File: config.mk
export PLATFORM = sky130hd
export DESIGN_NAME = adc_seq_ctrl
export DESIGN_NICKNAME = d
export VERILOG_FILES = /design/src/core/adc_seq_pkg.sv /design/src/core/seq_if.sv /design/src/core/rate_seq.sv /design/src/core/adc_seq_ctrl.sv
export SDC_FILE = /design/constraint.sdc
export NUM_CORES = 1
export LEC_CHECK = 0
export BUFFER_PORTS_ARGS = -buffer_cell sky130_fd_sc_hd__buf_2
export CAP_MARGIN = 20
export CORE_ASPECT_RATIO = 1.25
export CORE_MARGIN = 10
export CORE_UTILIZATION = 45
export CTS_CLUSTER_DIAMETER = 40
export DETAILED_ROUTE_END_ITERATION = 8
export GPL_ROUTABILITY_DRIVEN = 0
export PLACE_DENSITY = 0.79
export SYNTH_ARGS = -nofsm -noshare
export SYNTH_HDL_FRONTEND = slang
export SYNTH_SLANG_ARGS = --single-unit
export TNS_END_PERCENT = 5
File: constraint.sdc
create_clock -name i_clk -period 6.8 [get_ports i_clk]
set_clock_uncertainty 0.05 [all_clocks]
set_input_delay 0 -clock i_clk [delete_from_list [all_inputs] [get_ports i_clk]]
set_output_delay 0 -clock i_clk [all_outputs]
set_load 0.005 [all_outputs]
File: src/core/adc_seq_pkg.sv
/*
 * Constants for the conversion sequence control block: register offsets,
 * field positions, reset values and event bit positions.
 * Assumes a 32-bit Avalon-MM bus with byte addresses, one word per register.
 */
package adc_seq_pkg;
    localparam int          ADDR_W        = 4;
    localparam int          DATA_W        = 32;
    localparam logic [3:0]  OFF_CTRL      = 4'h0;
    localparam logic [3:0]  OFF_STATUS    = 4'h4;
    localparam logic [3:0]  OFF_MASK      = 4'h8;
    localparam logic [3:0]  OFF_STATE     = 4'hC;
    localparam logic [15:0] CTRL_RST      = 16'h0000;
    localparam logic [15:0] CTRL_WMASK    = 16'h073F;
    localparam int          SCAN_BIT      = 10;
    localparam int          CHCNT_LO      = 8;
    localparam int          HALF_BIT      = 7;
    localparam int          RATE_LO       = 2;
    localparam int          SPLIT_BIT     = 1;
    localparam int          ALT_BIT       = 0;
    localparam int          NEV           = 2;
    localparam int          EV_RATE       = 0;
    localparam int          EV_HALF       = 1;
    localparam logic [1:0]  EV_RST        = 2'h0;
    localparam logic [3:0]  CHEN_ALL      = 4'hF;
    localparam logic [3:0]  CHEN_PAIR     = 4'h3;
    localparam logic [3:0]  CHEN_ONE      = 4'h1;
    localparam logic [3:0]  SCAN_RST      = 4'h0;
    localparam logic [3:0]  COUNT_RST     = 4'h0;
endpackage : adc_seq_pkg

File: src/core/seq_if.sv
/*
 * Carrier between the control block and its rate counter.
 * Assumes both ends share i_clk.
 */
`timescale 1ns/100ps
interface seq_if;
    logic [3:0] rate;
    logic       split;
    logic       done;
    logic [3:0] count;
    logic       tick;
    logic       half;
    modport ctrl (output rate, output split, output done,
                  input count, input tick, input half);
    modport cnt  (input rate, input split, input done,
                  output count, output tick, output half);
endinterface : seq_if

File: src/core/rate_seq.sv
/*
 * Sample/conversion rate counter and buffer half tracker.
 * Assumes done is a one-cycle pulse on i_clk per completed operation.
 */
`timescale 1ns/100ps
module rate_seq
    import adc_seq_pkg::*;
(
    input  wire logic i_clk,
    input  wire logic i_sys_rst,
    seq_if.cnt        s
);
    logic [3:0] count_q, count_d;
    logic       half_q,  half_d;

    // tick after rate+1 completed operations
    assign s.tick  = s.done && (count_q == s.rate);
    assign s.count = count_q;
    assign s.half  = half_q;

    always_comb begin
        count_d = count_q;
        half_d  = half_q;
        if (s.done) begin
            count_d = s.tick ? COUNT_RST : count_q + 4'h1;
        end
        // split mode flips halves per interrupt, else always first half
        if (!s.split) begin
            half_d = 1'b0;
        end else if (s.tick) begin
            half_d = ~half_q;
        end
    end

    always_ff @(posedge i_clk) begin
        if (i_sys_rst) begin
            count_q <= COUNT_RST;
            half_q  <= 1'b0;
        end else begin
            count_q <= count_d;
            half_q  <= half_d;
        end
    end

    a_rate_period: assert property (@(posedge i_clk) disable iff (i_sys_rst)
        s.tick |-> s.done && count_q == s.rate
        ##1 s.count == COUNT_RST)
        else $error("tick not at rate plus one operations");
    a_half_flip: assert property (@(posedge i_clk) disable iff (i_sys_rst)
        (s.tick && s.split) |=> s.half != $past(s.half))
        else $error("buffer half did not flip on tick");
endmodule : rate_seq

File: src/core/adc_seq_ctrl.sv
/*
 * Conversion sequence control register with its sequencing logic:
 * channel selection, scan stepping, alternate sampling, rate ticks,
 * split buffer filling, event status/mask and a level interrupt.
 * Assumes an Avalon-MM master on i_clk and a converter front end that
 * pulses i_conv_done once per completed sample/conversion operation.
 */
// Overview of operation
// - scan enable steps channel zero positive input over selected inputs in sample A
// - in twelve-bit mode channel count ignores writes and reads zero
// - channel count: upper bit all four, 01 two, 00 channel zero only
// - split mode fills halves alternately per interrupt; else restart at buffer start
// - alternate mode swaps sample A and B selections each sample; else A only
`timescale 1ns/100ps
module adc_seq_ctrl
    import adc_seq_pkg::*;
(
    input  wire logic              i_clk,
    input  wire logic              i_sys_rst,
    input  wire logic [ADDR_W-1:0] i_address,
    input  wire logic              i_read,
    input  wire logic              i_write,
    input  wire logic [DATA_W-1:0] i_writedata,
    input  wire logic [3:0]        i_byteenable,
    output logic      [DATA_W-1:0] o_readdata,
    output logic                   o_waitrequest,
    input  wire logic              i_twelve_bit_mode,
    input  wire logic              i_conv_done,
    input  wire logic [15:0]       i_scan_inputs,
    output logic                   o_scan_active,
    output logic      [3:0]        o_ch0_pos_sel,
    output logic      [3:0]        o_chan_enable,
    output logic                   o_use_sample_b,
    output logic                   o_buffer_half_status,
    output logic      [4:0]        o_buf_slot,
    output logic                   o_rate_tick,
    output logic                   o_irq
);
    ////////////////////////////////////////////////////////////////////
    // decoders

    function automatic logic [3:0] chan_map(input logic [1:0] code);
        if (code[1]) begin
            chan_map = CHEN_ALL;
        end else if (code[0]) begin
            chan_map = CHEN_PAIR;
        end else begin
            chan_map = CHEN_ONE;
        end
    endfunction : chan_map

    // next set bit after cur, wrapping; cur kept if mask empty
    function automatic logic [3:0] next_scan(input logic [15:0] m,
                                             input logic [3:0]  cur);
        logic [3:0] idx;
        logic       hit;
        next_scan = cur;
        hit       = 1'b0;
        for (int i = 1; i <= 16; i++) begin
            idx = cur + 4'(i);
            if (!hit && m[idx]) begin
                next_scan = idx;
                hit       = 1'b1;
            end
        end
    endfunction : next_scan

    ////////////////////////////////////////////////////////////////////
    // bus slave: one wait cycle per access

    logic              ack_q, ack_d;
    logic [DATA_W-1:0] rdata_q, rdata_d;
    logic              req;
    logic              wr_go;

    assign req           = i_read || i_write;
    assign o_waitrequest = req && !ack_q;
    assign wr_go         = i_write && ack_q;
    assign o_readdata    = rdata_q;

    ////////////////////////////////////////////////////////////////////
    // registers

    logic [15:0]     ctrl_q, ctrl_d;
    logic [NEV-1:0]  stat_q, stat_d;
    logic [NEV-1:0]  mask_q, mask_d;
    logic [NEV-1:0]  ev;
    logic [1:0]      chcnt_eff;
    logic [15:0]     ctrl_rd;
    logic [15:0]     wmask;
    logic [3:0]      scan_q, scan_d;
    logic            samp_b_q, samp_b_d;

    seq_if s();

    // hidden while twelve-bit mode is on; stored bits kept for later
    assign chcnt_eff = i_twelve_bit_mode ? 2'h0
                     : ctrl_q[CHCNT_LO +: 2];

    always_comb begin
        ctrl_rd                = ctrl_q & CTRL_WMASK;
        ctrl_rd[CHCNT_LO +: 2] = chcnt_eff;
        ctrl_rd[HALF_BIT]      = s.half;
    end

    always_comb begin
        wmask = CTRL_WMASK & {{8{i_byteenable[1]}}, {8{i_byteenable[0]}}};
        if (i_twelve_bit_mode) begin
            wmask[CHCNT_LO +: 2] = 2'h0;
        end
    end

    assign ev = {s.tick && s.split, s.tick};

    always_comb begin
        ack_d   = req && !ack_q;
        rdata_d = rdata_q;
        ctrl_d  = ctrl_q;
        mask_d  = mask_q;
        stat_d  = stat_q;
        if (req && !ack_q && i_read) begin
            case (i_address)
                OFF_CTRL:   rdata_d = {16'h0000, ctrl_rd};
                OFF_STATUS: rdata_d = {{(DATA_W-NEV){1'b0}}, stat_q};
                OFF_MASK:   rdata_d = {{(DATA_W-NEV){1'b0}}, mask_q};
                OFF_STATE:  rdata_d = {23'h000000, scan_q, samp_b_q,
                                       s.count};
                default:    rdata_d = 32'h00000000;
            endcase
        end
        if (wr_go && i_byteenable[0]) begin
            case (i_address)
                OFF_STATUS: stat_d = stat_q & ~i_writedata[NEV-1:0];
                OFF_MASK:   mask_d = i_writedata[NEV-1:0];
                default:    ;
            endcase
        end
        if (wr_go && i_address == OFF_CTRL) begin
            ctrl_d = (ctrl_q & ~wmask) | (i_writedata[15:0] & wmask);
        end
        // a new event wins over a same-cycle clear
        stat_d = stat_d | ev;
    end

    always_ff @(posedge i_clk) begin
        if (i_sys_rst) begin
            ack_q   <= 1'b0;
            rdata_q <= 32'h00000000;
            ctrl_q  <= CTRL_RST;
            stat_q  <= EV_RST;
            mask_q  <= EV_RST;
        end else begin
            ack_q   <= ack_d;
            rdata_q <= rdata_d;
            ctrl_q  <= ctrl_d;
            stat_q  <= stat_d;
            mask_q  <= mask_d;
        end
    end

    assign o_irq = |(stat_q & mask_q);

    ////////////////////////////////////////////////////////////////////
    // sequencing

    logic [3:0] chen_q, chen_d;
    logic       scan_en;
    logic       alt_en;

    assign scan_en = ctrl_q[SCAN_BIT];
    assign alt_en  = ctrl_q[ALT_BIT];

    assign s.rate  = ctrl_q[RATE_LO +: 4];
    assign s.split = ctrl_q[SPLIT_BIT];
    assign s.done  = i_conv_done;

    rate_seq u_rate (
        .i_clk     (i_clk),
        .i_sys_rst (i_sys_rst),
        .s         (s)
    );

    always_comb begin
        scan_d   = scan_q;
        samp_b_d = samp_b_q;
        chen_d   = chan_map(chcnt_eff);
        // only sample A conversions move the scan pointer
        if (scan_en && i_conv_done && !samp_b_q) begin
            scan_d = next_scan(i_scan_inputs, scan_q);
        end
        if (!alt_en) begin
            samp_b_d = 1'b0;
        end else if (i_conv_done) begin
            samp_b_d = ~samp_b_q;
        end
    end

    always_ff @(posedge i_clk) begin
        if (i_sys_rst) begin
            scan_q   <= SCAN_RST;
            samp_b_q <= 1'b0;
            chen_q   <= CHEN_ONE;
        end else begin
            scan_q   <= scan_d;
            samp_b_q <= samp_b_d;
            chen_q   <= chen_d;
        end
    end

    assign o_scan_active        = scan_en && !samp_b_q;
    assign o_ch0_pos_sel        = scan_q;
    assign o_chan_enable        = chen_q;
    assign o_use_sample_b       = samp_b_q;
    assign o_buffer_half_status = s.half;
    // non-split fills always restart at slot zero after each tick
    assign o_buf_slot           = {s.half, s.count};
    assign o_rate_tick          = s.tick;

    ////////////////////////////////////////////////////////////////////
    // checks

    a_scan_hold: assert property (@(posedge i_clk) disable iff (i_sys_rst)
        !scan_en |=> $stable(scan_q))
        else $error("scan pointer moved while scanning is off");

    a_scan_step: assert property (@(posedge i_clk) disable iff (i_sys_rst)
        (scan_en && i_conv_done && !samp_b_q && i_scan_inputs != 16'h0000
         && $stable(i_scan_inputs)) |=> i_scan_inputs[scan_q]
        || !$stable(i_scan_inputs))
        else $error("scan pointer not on a selected input");

    a_twelve_read: assert property (@(posedge i_clk) disable iff (i_sys_rst)
        (i_read && !ack_q && i_address == OFF_CTRL && i_twelve_bit_mode)
        |=> o_readdata[CHCNT_LO +: 2] == 2'h0)
        else $error("channel count visible in twelve-bit mode");

    a_twelve_chan: assert property (@(posedge i_clk) disable iff (i_sys_rst)
        i_twelve_bit_mode ##1 i_twelve_bit_mode
        |-> o_chan_enable == CHEN_ONE)
        else $error("extra channels enabled in twelve-bit mode");

    a_chan_map: assert property (@(posedge i_clk) disable iff (i_sys_rst)
        (!i_twelve_bit_mode && $stable(ctrl_q)) |=>
        o_chan_enable == ($past(ctrl_q[CHCNT_LO + 1]) ? CHEN_ALL
        : $past(ctrl_q[CHCNT_LO]) ? CHEN_PAIR : CHEN_ONE))
        else $error("channel enables do not match channel count");

    a_split_first: assert property (@(posedge i_clk) disable iff (i_sys_rst)
        !s.split ##1 !s.split |-> !o_buf_slot[4])
        else $error("second half used without split mode");

    a_alt_swap: assert property (@(posedge i_clk) disable iff (i_sys_rst)
        (alt_en && i_conv_done) |=> samp_b_q != $past(samp_b_q))
        else $error("sample selection did not alternate");

    a_alt_off: assert property (@(posedge i_clk) disable iff (i_sys_rst)
        !alt_en |=> !samp_b_q)
        else $error("sample B used without alternate mode");

    a_irq_event: assert property (@(posedge i_clk) disable iff (i_sys_rst)
        (s.tick && mask_q[EV_RATE] && !(wr_go && i_address == OFF_MASK))
        |=> o_irq)
        else $error("rate tick did not raise the interrupt");
endmodule : adc_seq_ctrl

Word-level counts from Yosys, hierarchy flattened
Cells that the tools add are included.
W data, S select, Z words.

storage, ports and cells
  flip-flop bits (word level) = 67
  output and inout port bits = 51

cells by class
  add/subtract/negate cells = 16
  reduce and logical (&&, ||, !) cells = 51
  muxes and demuxes = 85
  bitwise gates (word level) = 13
  equal/unequal tests = 4
  $lt $le $gt $ge = 16

operators with widths
  kind                   count
  $lt A4 B5 Y1 const B   16
  $mux W4                17
  $bmux W1 S4            16
  $mux W1                46
  $pmux W11 S4           1
  $add A4 B4 Y4 const B  8
  $logic_and A1 B1 Y1    25
  $logic_not A1 Y1       17
  $add A4 B3 Y4 const B  4
  $and A16 B11 Y16       1
  $and A16 B16 Y16       1
  $not A11 Y16           1
  $or A16 B16 Y16        1
  $reduce_bool A15 Y1    1
  $mux W2                5
  $add A4 B1 Y4 const B  2
  $add A4 B2 Y4 const B  2
  $eq A4 B4 Y1 const B   2
  $reduce_or A2 Y1       4
  $not A1 Y1             5
  $and A2 B2 Y2          2
  $eq A4 B3 Y1 const B   1
  $eq A4 B4 Y1           1
  $logic_not A4 Y1       1
  5 further kinds        5

Logic depth before layout (Yosys ltp)
Gate-level depths: netlist of the first run.

  word-level depth = 65
  gate-level depth with buffers = 15
  gate-level depth less buffers = 11

Modules after synthesis
From an unflattened synthesis of the first run, not the netlist that was laid out.

unflattened totals
  cell total of the unflattened synthesis = 441
  area, all modules = 3,923.8 µm²

modules (own cells, without submodules)
  module        cells an instance  times used  area each (µm²)
  adc_seq_ctrl  408                1           3,634.7
  rate_seq      33                 1           289.0

Worst setup path after synthesis of the first run
Ideal clock, no wire load.

  path kind = reg-to-reg
  from = register scan_q[1], in the netlist o_ch0_pos_sel[1]
  to = register scan_q[2], in the netlist o_ch0_pos_sel[2]
  path slack = 2.787 ns
  path buffers = 3
  stages on the path, launching flop included = 15
  setup time = 0.117 ns
  arrival = 3.845 ns
  cells stage by stage = dfxtp_1 buf_4 buf_4 inv_1 ha_1 buf_4 mux2_2 mux4_2 mux2_2 nor3_2 nand3_4 or3_1 o211ai_1 o211ai_1 a32o_1

between the ends
  longest elaborated chain between the ends = 65
  elaborated cells between the ends (all ways) = 125

ends and longest elaborated chain
  what                                line                 text
  start, declared                     adc_seq_ctrl.sv:91   logic [3:0] scan_q, scan_d;
  start signal, assigned              adc_seq_ctrl.sv:204  scan_q <= scan_d;
  $add A4 B1 Y4                       adc_seq_ctrl.sv:60   idx = cur + 4'(i);
  $bmux W1 S4                         adc_seq_ctrl.sv:61   if (!hit && m[idx]) begin
  $mux W1 (implied by the code)       adc_seq_ctrl.sv:61
  $mux W1                             adc_seq_ctrl.sv:61
  $mux W1                             adc_seq_ctrl.sv:188  if (scan_en && i_conv_done && !samp_b_q) begin
  $logic_not A1 Y1                    adc_seq_ctrl.sv:61
  $logic_and A1 B1 Y1                 adc_seq_ctrl.sv:61
  $mux W1                             adc_seq_ctrl.sv:61
  [49 not listed]                     -
  $logic_not A1 Y1                    adc_seq_ctrl.sv:61
  $logic_and A1 B1 Y1                 adc_seq_ctrl.sv:61
  $mux W1                             adc_seq_ctrl.sv:61
  $mux W1                             adc_seq_ctrl.sv:188
  $logic_not A1 Y1                    adc_seq_ctrl.sv:61
  $logic_and A1 B1 Y1                 adc_seq_ctrl.sv:61
  $not A1 Y1 (no source line)         -
  $reduce_and A3 Y1 (no source line)  -

Several ways; a longest one is shown, not always the timed one. The select of a mux whose other input is x is not followed.
A chain may end at the register's enable or synchronous reset.

Worst setup path after layout of the first run
  from = register scan_q[0], in the netlist o_ch0_pos_sel[0]
  to = register scan_q[2], in the netlist o_ch0_pos_sel[2]

The elaborated chain is that of the path after synthesis.

==> out/results.txt, run 1 <==
The peak per-stage delay on the critical path came out at 0.88 ns. The synthesized design contains 37 register bits. STA classifies the critical path endpoint as a register.

The tree is rooted in a sky130_fd_sc_hd__clkbuf_8. Across every metal layer, demand over resource in global routing totals 17.2%. The met1 usage in global routing is 19.1%, and the port buffer count is 65.

The tools report the clock network fraction of design power as 38.1%. Data on the critical path is required at its endpoint by 6.94 ns. Setup repair after global routing left no endpoint under its margin.

The tools report the global routing usage on met2 as 30.3%. The final layout contains routed wiring with a total length of 11.0 mm. The post-route netlist has 24.9% of its cells at a drive strength greater than 1. The final critical-path share of the clock period is 72.1%. The logs give 552 for the number of nets at the end of the flow and 3.51% for the fraction of met3 tracks used by global routing.

The filler cells instantiated in the layout total 712. Origin of the critical flop-to-flop path: o_ch0_pos_sel[0]. The share of total power consumed by net switching came out at 27.8%.

Switching power: 148 uW. Number of antenna violations at the first check in global routing: 0. The critical path goes through buf_4 -> inv_1 -> ha_1 -> mux2_2 -> mux4_2 -> mux2_2 -> nor3_2 -> nand3_4 -> or3_1 -> o211ai_1 -> o211ai_1 -> a32o_1. The run gives 0.29 ns as the insertion delay of the later-clocked pin in the worst-skew pair. The most used flip-flop cell after synthesis is sky130_fd_sc_hd__dfxtp_1.

Hold timing on the final database bottoms out at a slack of 0.0104 ns. The number of iterations in the first detailed-routing pass was 5. After clock tree synthesis, the clock-pin slew on the worst setup and hold paths is 0.08 ns. Endpoint of the worst register-to-register path: o_ch0_pos_sel[2]. After synthesis the cells add up to 0.00373 mm^2.

Along the worst path, the maximum fanout reaches 23. The synthesized area per cell was 8.97 um^2; the area fraction of the dominant cell type after synthesis was 19.9%. The region available for standard cell placement spans 0.00815 mm^2. The post-synthesis sequential area ratio is 19.9%. The final hold violation count was 0. By area the synthesized netlist is led by sky130_fd_sc_hd__dfxtp_1 20%, sky130_fd_sc_hd__mux4_2 18%, sky130_fd_sc_hd__mux2i_1 7.2%, sky130_fd_sc_hd__buf_4 5.6%, sky130_fd_sc_hd__nor2_1 4.2%. Kind of critical path: register to register.

The final HPWL from detailed placement is 8.33 mm, and the die width is 101 um. The largest area contributor in the synthesized netlist is sky130_fd_sc_hd__dfxtp_1. The worst hold path stage count came out at 3. The final total negative setup slack is 0 ns, and the fraction of power consumed by combinational cells is 20.2%. The number of global-route vias before repair was 3680; the full die area was 0.0124 mm^2. The run finished with clean final reports. The height of the die was 122 um; the sequential share of power was 41.7%.

The total setup violations reported at the end of the flow is 0, and the number of slew-limit violations in the final report is 0. STA classifies the critical path startpoint as a register. From synthesis to final layout, the design area changed by 13.7%.

The clock tree synthesis step divided the H-tree into 2 levels. The tools report the worst ir drop on vdd as 0.150 mV. Once detail routing completed, the nets flagged for antenna violations numbered 0. The critical path contains buffers and inverters numbering 2 combined.

The maximum buffer depth of the clock tree is 2. The total overflow left after global routing is 0. Launch point of the worst hold path: i_conv_done. After detailed routing, the number of vias per cell comes to 6.31. The first global-routing pass estimated 17.9 mm of wire. Measured against its own limit, the worst slew margin works out to 34.6%. The internal portion of the total power is 383 uW.

The layer flagged by global routing as most heavily used is met2. Max-cap violations in this run came to 0. For this block, the initial DRC count from the detailed router was 345. The worst register-to-register path has a setup slack of 1.90 ns. The number of instances in the placed design was 558; the overall power after layout was 531 uW. CTS saw 37 sinks. The distinct cell type count of the synthesized netlist was 60. Counting flops with a built-in enable in the synthesized netlist gives 0. The cell count after synthesis came out at 416. Measured in cells, the most critical reg-to-reg path has a length of 12.

The initial core utilization is 45.8%, and the number of ports placed on the die boundary is 113. TritonCTS built the clock tree. The worst-margin pin slew was 0.980 ns; the number of warning messages in the yosys log was 0. 0 antenna diodes ended up in the layout.

Across all layers, the routed design uses 3652 vias. The row count is 37, and the maximum achievable frequency is 204 MHz. The count of placed standard cells in the final layout, fillers left out was 579. After detailed routing, the number of remaining DRC violations is 0.

Counting the buffers created by CTS gives 5. Endpoint with the worst hold slack: u_rate.s.count[1]. The maximum number of pins on one net before global-route repair is 35. Type of the worst min-delay path: input pin to register. For the total leakage power, the log shows 0.00178 uW. The kind of cell with the highest combined delay along the critical path is multiplexers. The slowest cell on the critical path is sky130_fd_sc_hd__ha_1. At the worst endpoint, the arrival time is 5.04 ns. For this run, asynchronously set or reset flops after synthesis account for 0%. For this design the ratio of total power to cell area is 125 mW/mm^2. The worst path needs 4.90 ns of the cycle, external delays included.

Once the clock tree was built, the setup fixing pass inserted 0 buffers. The average wire per cell in the routed design works out to 19.1 um.
-- how the worst max path moves through the flow --
stage	from	end	slack (ns)	depth (start not counted)
2_1_floorplan	o_ch0_pos_sel[1]	o_ch0_pos_sel[2]	2.79	14
3_3_place_gp	o_ch0_pos_sel[0]	o_ch0_pos_sel[2]	2.09	12
3_5_place_dp	o_ch0_pos_sel[0]	o_ch0_pos_sel[2]	2.03	12
4_1_cts	o_ch0_pos_sel[0]	o_ch0_pos_sel[2]	2.00	12
5_1_grt	o_ch0_pos_sel[0]	o_ch0_pos_sel[2]	1.71	12
6_report	o_ch0_pos_sel[0]	o_ch0_pos_sel[2]	1.90	12
-- stage by stage --
step / utilization [%] / instance area (um^2) / setup slack, ns
after floorplan: - / 3810 / 2.79
after detailed placement: 49.0 / 4000 / 2.03
final: 52.1 / 4240 / 1.90
after global routing: 52.1 / 4240 / 1.71
after CTS: 52.0 / 4240 / 2.00
after global placement: 49.0 / 4000 / 2.09
-- final cells by class --
| class | count | area (um^2) | share of cell area (%) |
|---|---|---|---|
| sequential | 37 | 741 | 17.5 |
| multi-input combinational | 342 | 2730 | 64.5 |
| inverter | 14 | 52.6 | 1.24 |
| timing repair buffer | 81 | 473 | 11.2 |
| tap | 97 | 121 | 2.86 |
| clock buffer | 6 | 82.6 | 1.95 |
| clock inverter | 2 | 37.5 | 0.885 |
-- cells by family (layout without fill, tap and decap cells) --
kind of cell	count (synthesis)	after routing	synth area share (%)
compound gates	94	94	17.2
xor+xnor	18	18	4.63
fa+ha+maj	9	9	3.02
buf+inv	57	103	8.89
flops	37	37	19.9
mux	71	71	29.3
other cells	2	22	0.201
simple gates	128	128	16.9
-- worst reg2reg max path, delay by kind of cell, from the launching register on --
kind            cells  cell delay [ns]
compound gates      3             0.53
mux                 3             1.30
fa+ha+maj           1             0.89
simple gates        3             1.10
flops               1             0.31
buf+inv             2             0.62
-- synth_stat cells (all sizes together) (8+ instances only) --
cell and count:
nand2 31, inv 12, xnor2 8, mux4 29, mux2i 27, xor2 10, ha 9, clkbuf 10
a22oi 10, nand3 8, nor2 42, dfxtp 37, nor3 13, mux2 15, o21ai 18, buf 33
a21oi 19
-- power by group through the flow --
stage	Combinational, uW	Sequential [uW]	Clock, uW
after floorplan	72.6	226	0
after global placement	95.5	226	0
after detailed placement	98.2	226	0
after CTS	104	221	204
after global routing	117	222	215
final	107	221	202
-- cells in the final DEF (no fill, tap or decap), drive strengths merged, types with 4 or more instances in the layout --
master,count
nand2b,5
o211ai,5
a22o,7
dlygate4sd3,12
xnor2,8
nand4,4
nor2,42
ha,9
a21oi,19
mux4,29
o22ai,4
mux2,15
and3,4
a32oi,5
dfxtp,37
nand2,31
nor2b,5
inv,12
o31ai,4
nor3,13
xor2,10
clkbuf,6
nor4,4
nand3,8
o21ai,18
buf,69
mux2i,27
conb,22
a22oi,10
-- per-layer routing --
metal	wire length, um	up-vias
li1	-	1657
met1	4100	1750
met2	5730	203
met3	799	42
met4	410	0
met5	0	-
-- what timing repair did --
action,CTS,global route
hold buffers,12,0
hold endpoints to repair,15,0
resized for setup,0,0
Note: power is estimated with default switching activity, not from simulation.
==> run 2, diff against run 1 <==
--- a/config.mk
+++ b/config.mk
@@ -13,7 +13,7 @@
 export CTS_CLUSTER_DIAMETER = 40
 export DETAILED_ROUTE_END_ITERATION = 8
 export GPL_ROUTABILITY_DRIVEN = 0
-export PLACE_DENSITY = 0.79
+export PLACE_DENSITY = 0.82
 export SYNTH_ARGS = -nofsm -noshare
 export SYNTH_HDL_FRONTEND = slang
 export SYNTH_SLANG_ARGS = --single-unit
==> constraint.sdc (replaced) <==
create_clock -name i_clk -period 4.2 [get_ports i_clk]
set_clock_uncertainty 0.05 [all_clocks]
set_input_delay 0 -clock i_clk [delete_from_list [all_inputs] [get_ports i_clk]]
set_output_delay 0 -clock i_clk [all_outputs]
set_load 0.005 [all_outputs]
==> out/results.txt, run 2 (synthesis results as in run 1) <==
TritonCTS built the clock tree. The peak per-stage delay on the critical path was 0.64 ns. The final route contains 3715 vias. The number of global-route vias before repair is 3855.

For this run, design rule violations remaining after detail routing come to 0. Relative to the synthesized area, the layout overhead comes to 15.0%. The insertion delay of the later-clocked pin in the worst-skew pair was 0.29 ns; the maximum buffer depth of the clock tree was 2. Worst ir drop on vdd: 0.241 mV. The number of instances resized during post-cts repair came out at 0. In the layout the commonest cells are 67 x sky130_fd_sc_hd__buf_2, 42 x sky130_fd_sc_hd__nor2_1, 37 x sky130_fd_sc_hd__dfxtp_1. The final wirelength is 11.1 mm. For this run, the post-layout net count is 562. Max-cap violations in this run came to 0. The detail route stage leaves a number of antenna-violating nets equal to 0. The endpoint of the worst register-to-register path was o_ch0_pos_sel[2].

The number of ports placed on the die boundary was 113; the full die area was 0.0124 mm^2. The number of antenna violations at the first check in global routing was 0; the maximum achievable frequency was 248 MHz. Data on the critical path arrives at its endpoint at 4.17 ns.

Of the available clock period, the critical path in the final layout requires 95.9%. Maximum number of pins on one net before global-route repair: 35. In this run the number of H-tree levels came out at 2. The tools report the clock root buffer master as sky130_fd_sc_hd__clkbuf_8. The number of hold buffers added after CTS was 12. The mean number of vias per cell is 6.31. The leading cell type in the layout, fill and taps excluded was sky130_fd_sc_hd__buf_2.

Counting instances, the worst hold path has a depth of 3. Largest fanout on the critical path: 13. Data on the critical path is required at its endpoint by 4.34 ns. STA classifies the critical path endpoint as a register. The worst hold path terminates at u_rate.s.count[1]. The number of DRC markers in iteration 0 was 436; the clock-pin transition on the worst setup and hold timing paths was 0.07 ns.

Counting cells, the worst reg-to-reg path comes to 11. Among cell families on the critical path, the largest total delay comes from multiplexers. The run gives 0.00182 uW as the total leakage power. The path class of the tightest hold or removal check is input pin to register. After layout, the design draws a total of 796 uW.

The logs give 5 for the number of clock buffers inserted by TritonCTS and 0 for the final hold violation count. The antenna diode count is 0, and the port buffer count is 65. The number of slew-limit violations in the final report was 0; the total setup violations reported at the end of the flow was 0. In this run the post-CTS setup repair buffer count came out at 0. After the flow finishes, the layout carries non-filler instances totaling 589. The run finished with clean final reports.

The buffer and inverter count on the worst path was 1; the layout cell share with drive strength beyond 1 was 26.4%. The time the worst path needs with I/O delays and setup was 4.03 ns; the height of the die was 122 um. Launch point of the worst hold path: i_conv_done. The clock net in this run drives a total of 37 sinks.

Setup repair after global routing left no endpoint under its margin. The worst setup path is of the register to register kind. The startpoint identified for the worst register-to-register timing path is o_ch0_pos_sel[0]. Before antenna repair, the detailed router went through 5 iterations. The first global-routing pass estimated 18.4 mm of wire.

After global routing the overflow that remains totals 0. The core box area is 0.00815 mm^2. On the critical path, the stage with the largest delay is an instance of sky130_fd_sc_hd__ha_1. The row count was 37. The final total negative setup slack came out at 0 ns. The final HPWL from detailed placement is 8.44 mm, and the power per unit of standard cell area is 186 mW/mm^2. In this run the register-to-register setup slack is 0.17 ns. In the final routed layout, each cell accounts on average for 18.9 um. In this run, placement finished with an instance count of 568. For the total routing resource utilization after global routing, the log shows 17.9%.

The worst pin sits at a relative slew slack of 43.6%. Walking the worst path, the cells encountered are inv_1 -> ha_1 -> mux2_2 -> mux4_2 -> mux2_2 -> nor3_2 -> nand3_4 -> or3_1 -> o211ai_1 -> o211ai_1 -> a32o_1. The die is 101 um wide. Once the floorplan was initialized, standard cells occupied 45.8% of the core. At the pin with the least slew margin, the transition time is 0.838 ns.

Category of the worst setup path launch point: a register.
==> run 2: cell count changes in the layout (fill, tap and decap cells not counted), sizes merged <==
cell	previous run	this run
bufinv	1	0
clkinv	2	4
buf	69	79
clkinvlp	1	0
==> run 2: area by class of cell <==
class | instances | area (um^2)
Clock inverter | 2 | 13.8
Multi-Input combinational cell | 342 | 2730
Inverter | 14 | 52.6
Fill cell | 697 | 3860
Clock buffer | 6 | 82.6
Sequential cell | 37 | 741
Timing Repair Buffer | 91 | 546
Tap cell | 97 | 121
==> run 2: how the worst max path moves through the flow <==
stage / start / endpoint / slack (ns) / cells past startpoint
finish: o_ch0_pos_sel[0] / o_ch0_pos_sel[2] / 0.17 / 11
detailed placement: o_ch0_pos_sel[0] / o_ch0_pos_sel[2] / 0.27 / 11
CTS: o_ch0_pos_sel[0] / o_ch0_pos_sel[2] / 0.26 / 11
global route: o_ch0_pos_sel[1] / o_ch0_pos_sel[2] / 0.03 / 11
global placement: o_ch0_pos_sel[1] / o_ch0_pos_sel[2] / 0.34 / 11
floorplan: o_ch0_pos_sel[1] / o_ch0_pos_sel[2] / 0.19 / 14
==> run 2: worst min-delay path, stage by stage <==
cell	delay (ns)
sky130_fd_sc_hd__buf_2	0.16
sky130_fd_sc_hd__nand3b_1	0.10
sky130_fd_sc_hd__a21oi_1	0.06
==> run 2: power by group <==
part / internal (uW) / switching, uW / total, uW / leakage (uW)
Clock: 133 / 128 / 261 / 0.0000512
Combinational: 74.7 / 102 / 177 / 0.00147
Sequential: 354 / 4.84 / 359 / 0.000299
Total: 562 / 235 / 796 / 0.00182
==> run 2: per-stage QoR <==
| stage | area (um^2) | utilization [%] | setup WS (ns) | hold WS [ns] |
|---|---|---|---|---|
| 4_1_cts | 4290 | 52.6 | 0.264 | 0.0250 |
| 5_1_grt | 4290 | 52.7 | 0.0331 | 0.0429 |
| 3_3_place_gp | 4060 | 49.9 | 0.341 | 0.183 |
| 3_5_place_dp | 4070 | 49.9 | 0.275 | 0.199 |
| 2_1_floorplan | 3810 | - | 0.187 | 0.0293 |
| 6_report | 4290 | 52.7 | 0.170 | 0.0314 |
==> run 2: per-layer routing <==
layer	vias to the layer above	routed length, um	GRT usage [%]
met3	42	941	4.02
li1	1684	-	-
met4	0	388	8.81
met5	-	0	0
met2	231	5740	30.9
met1	1758	4070	20.2
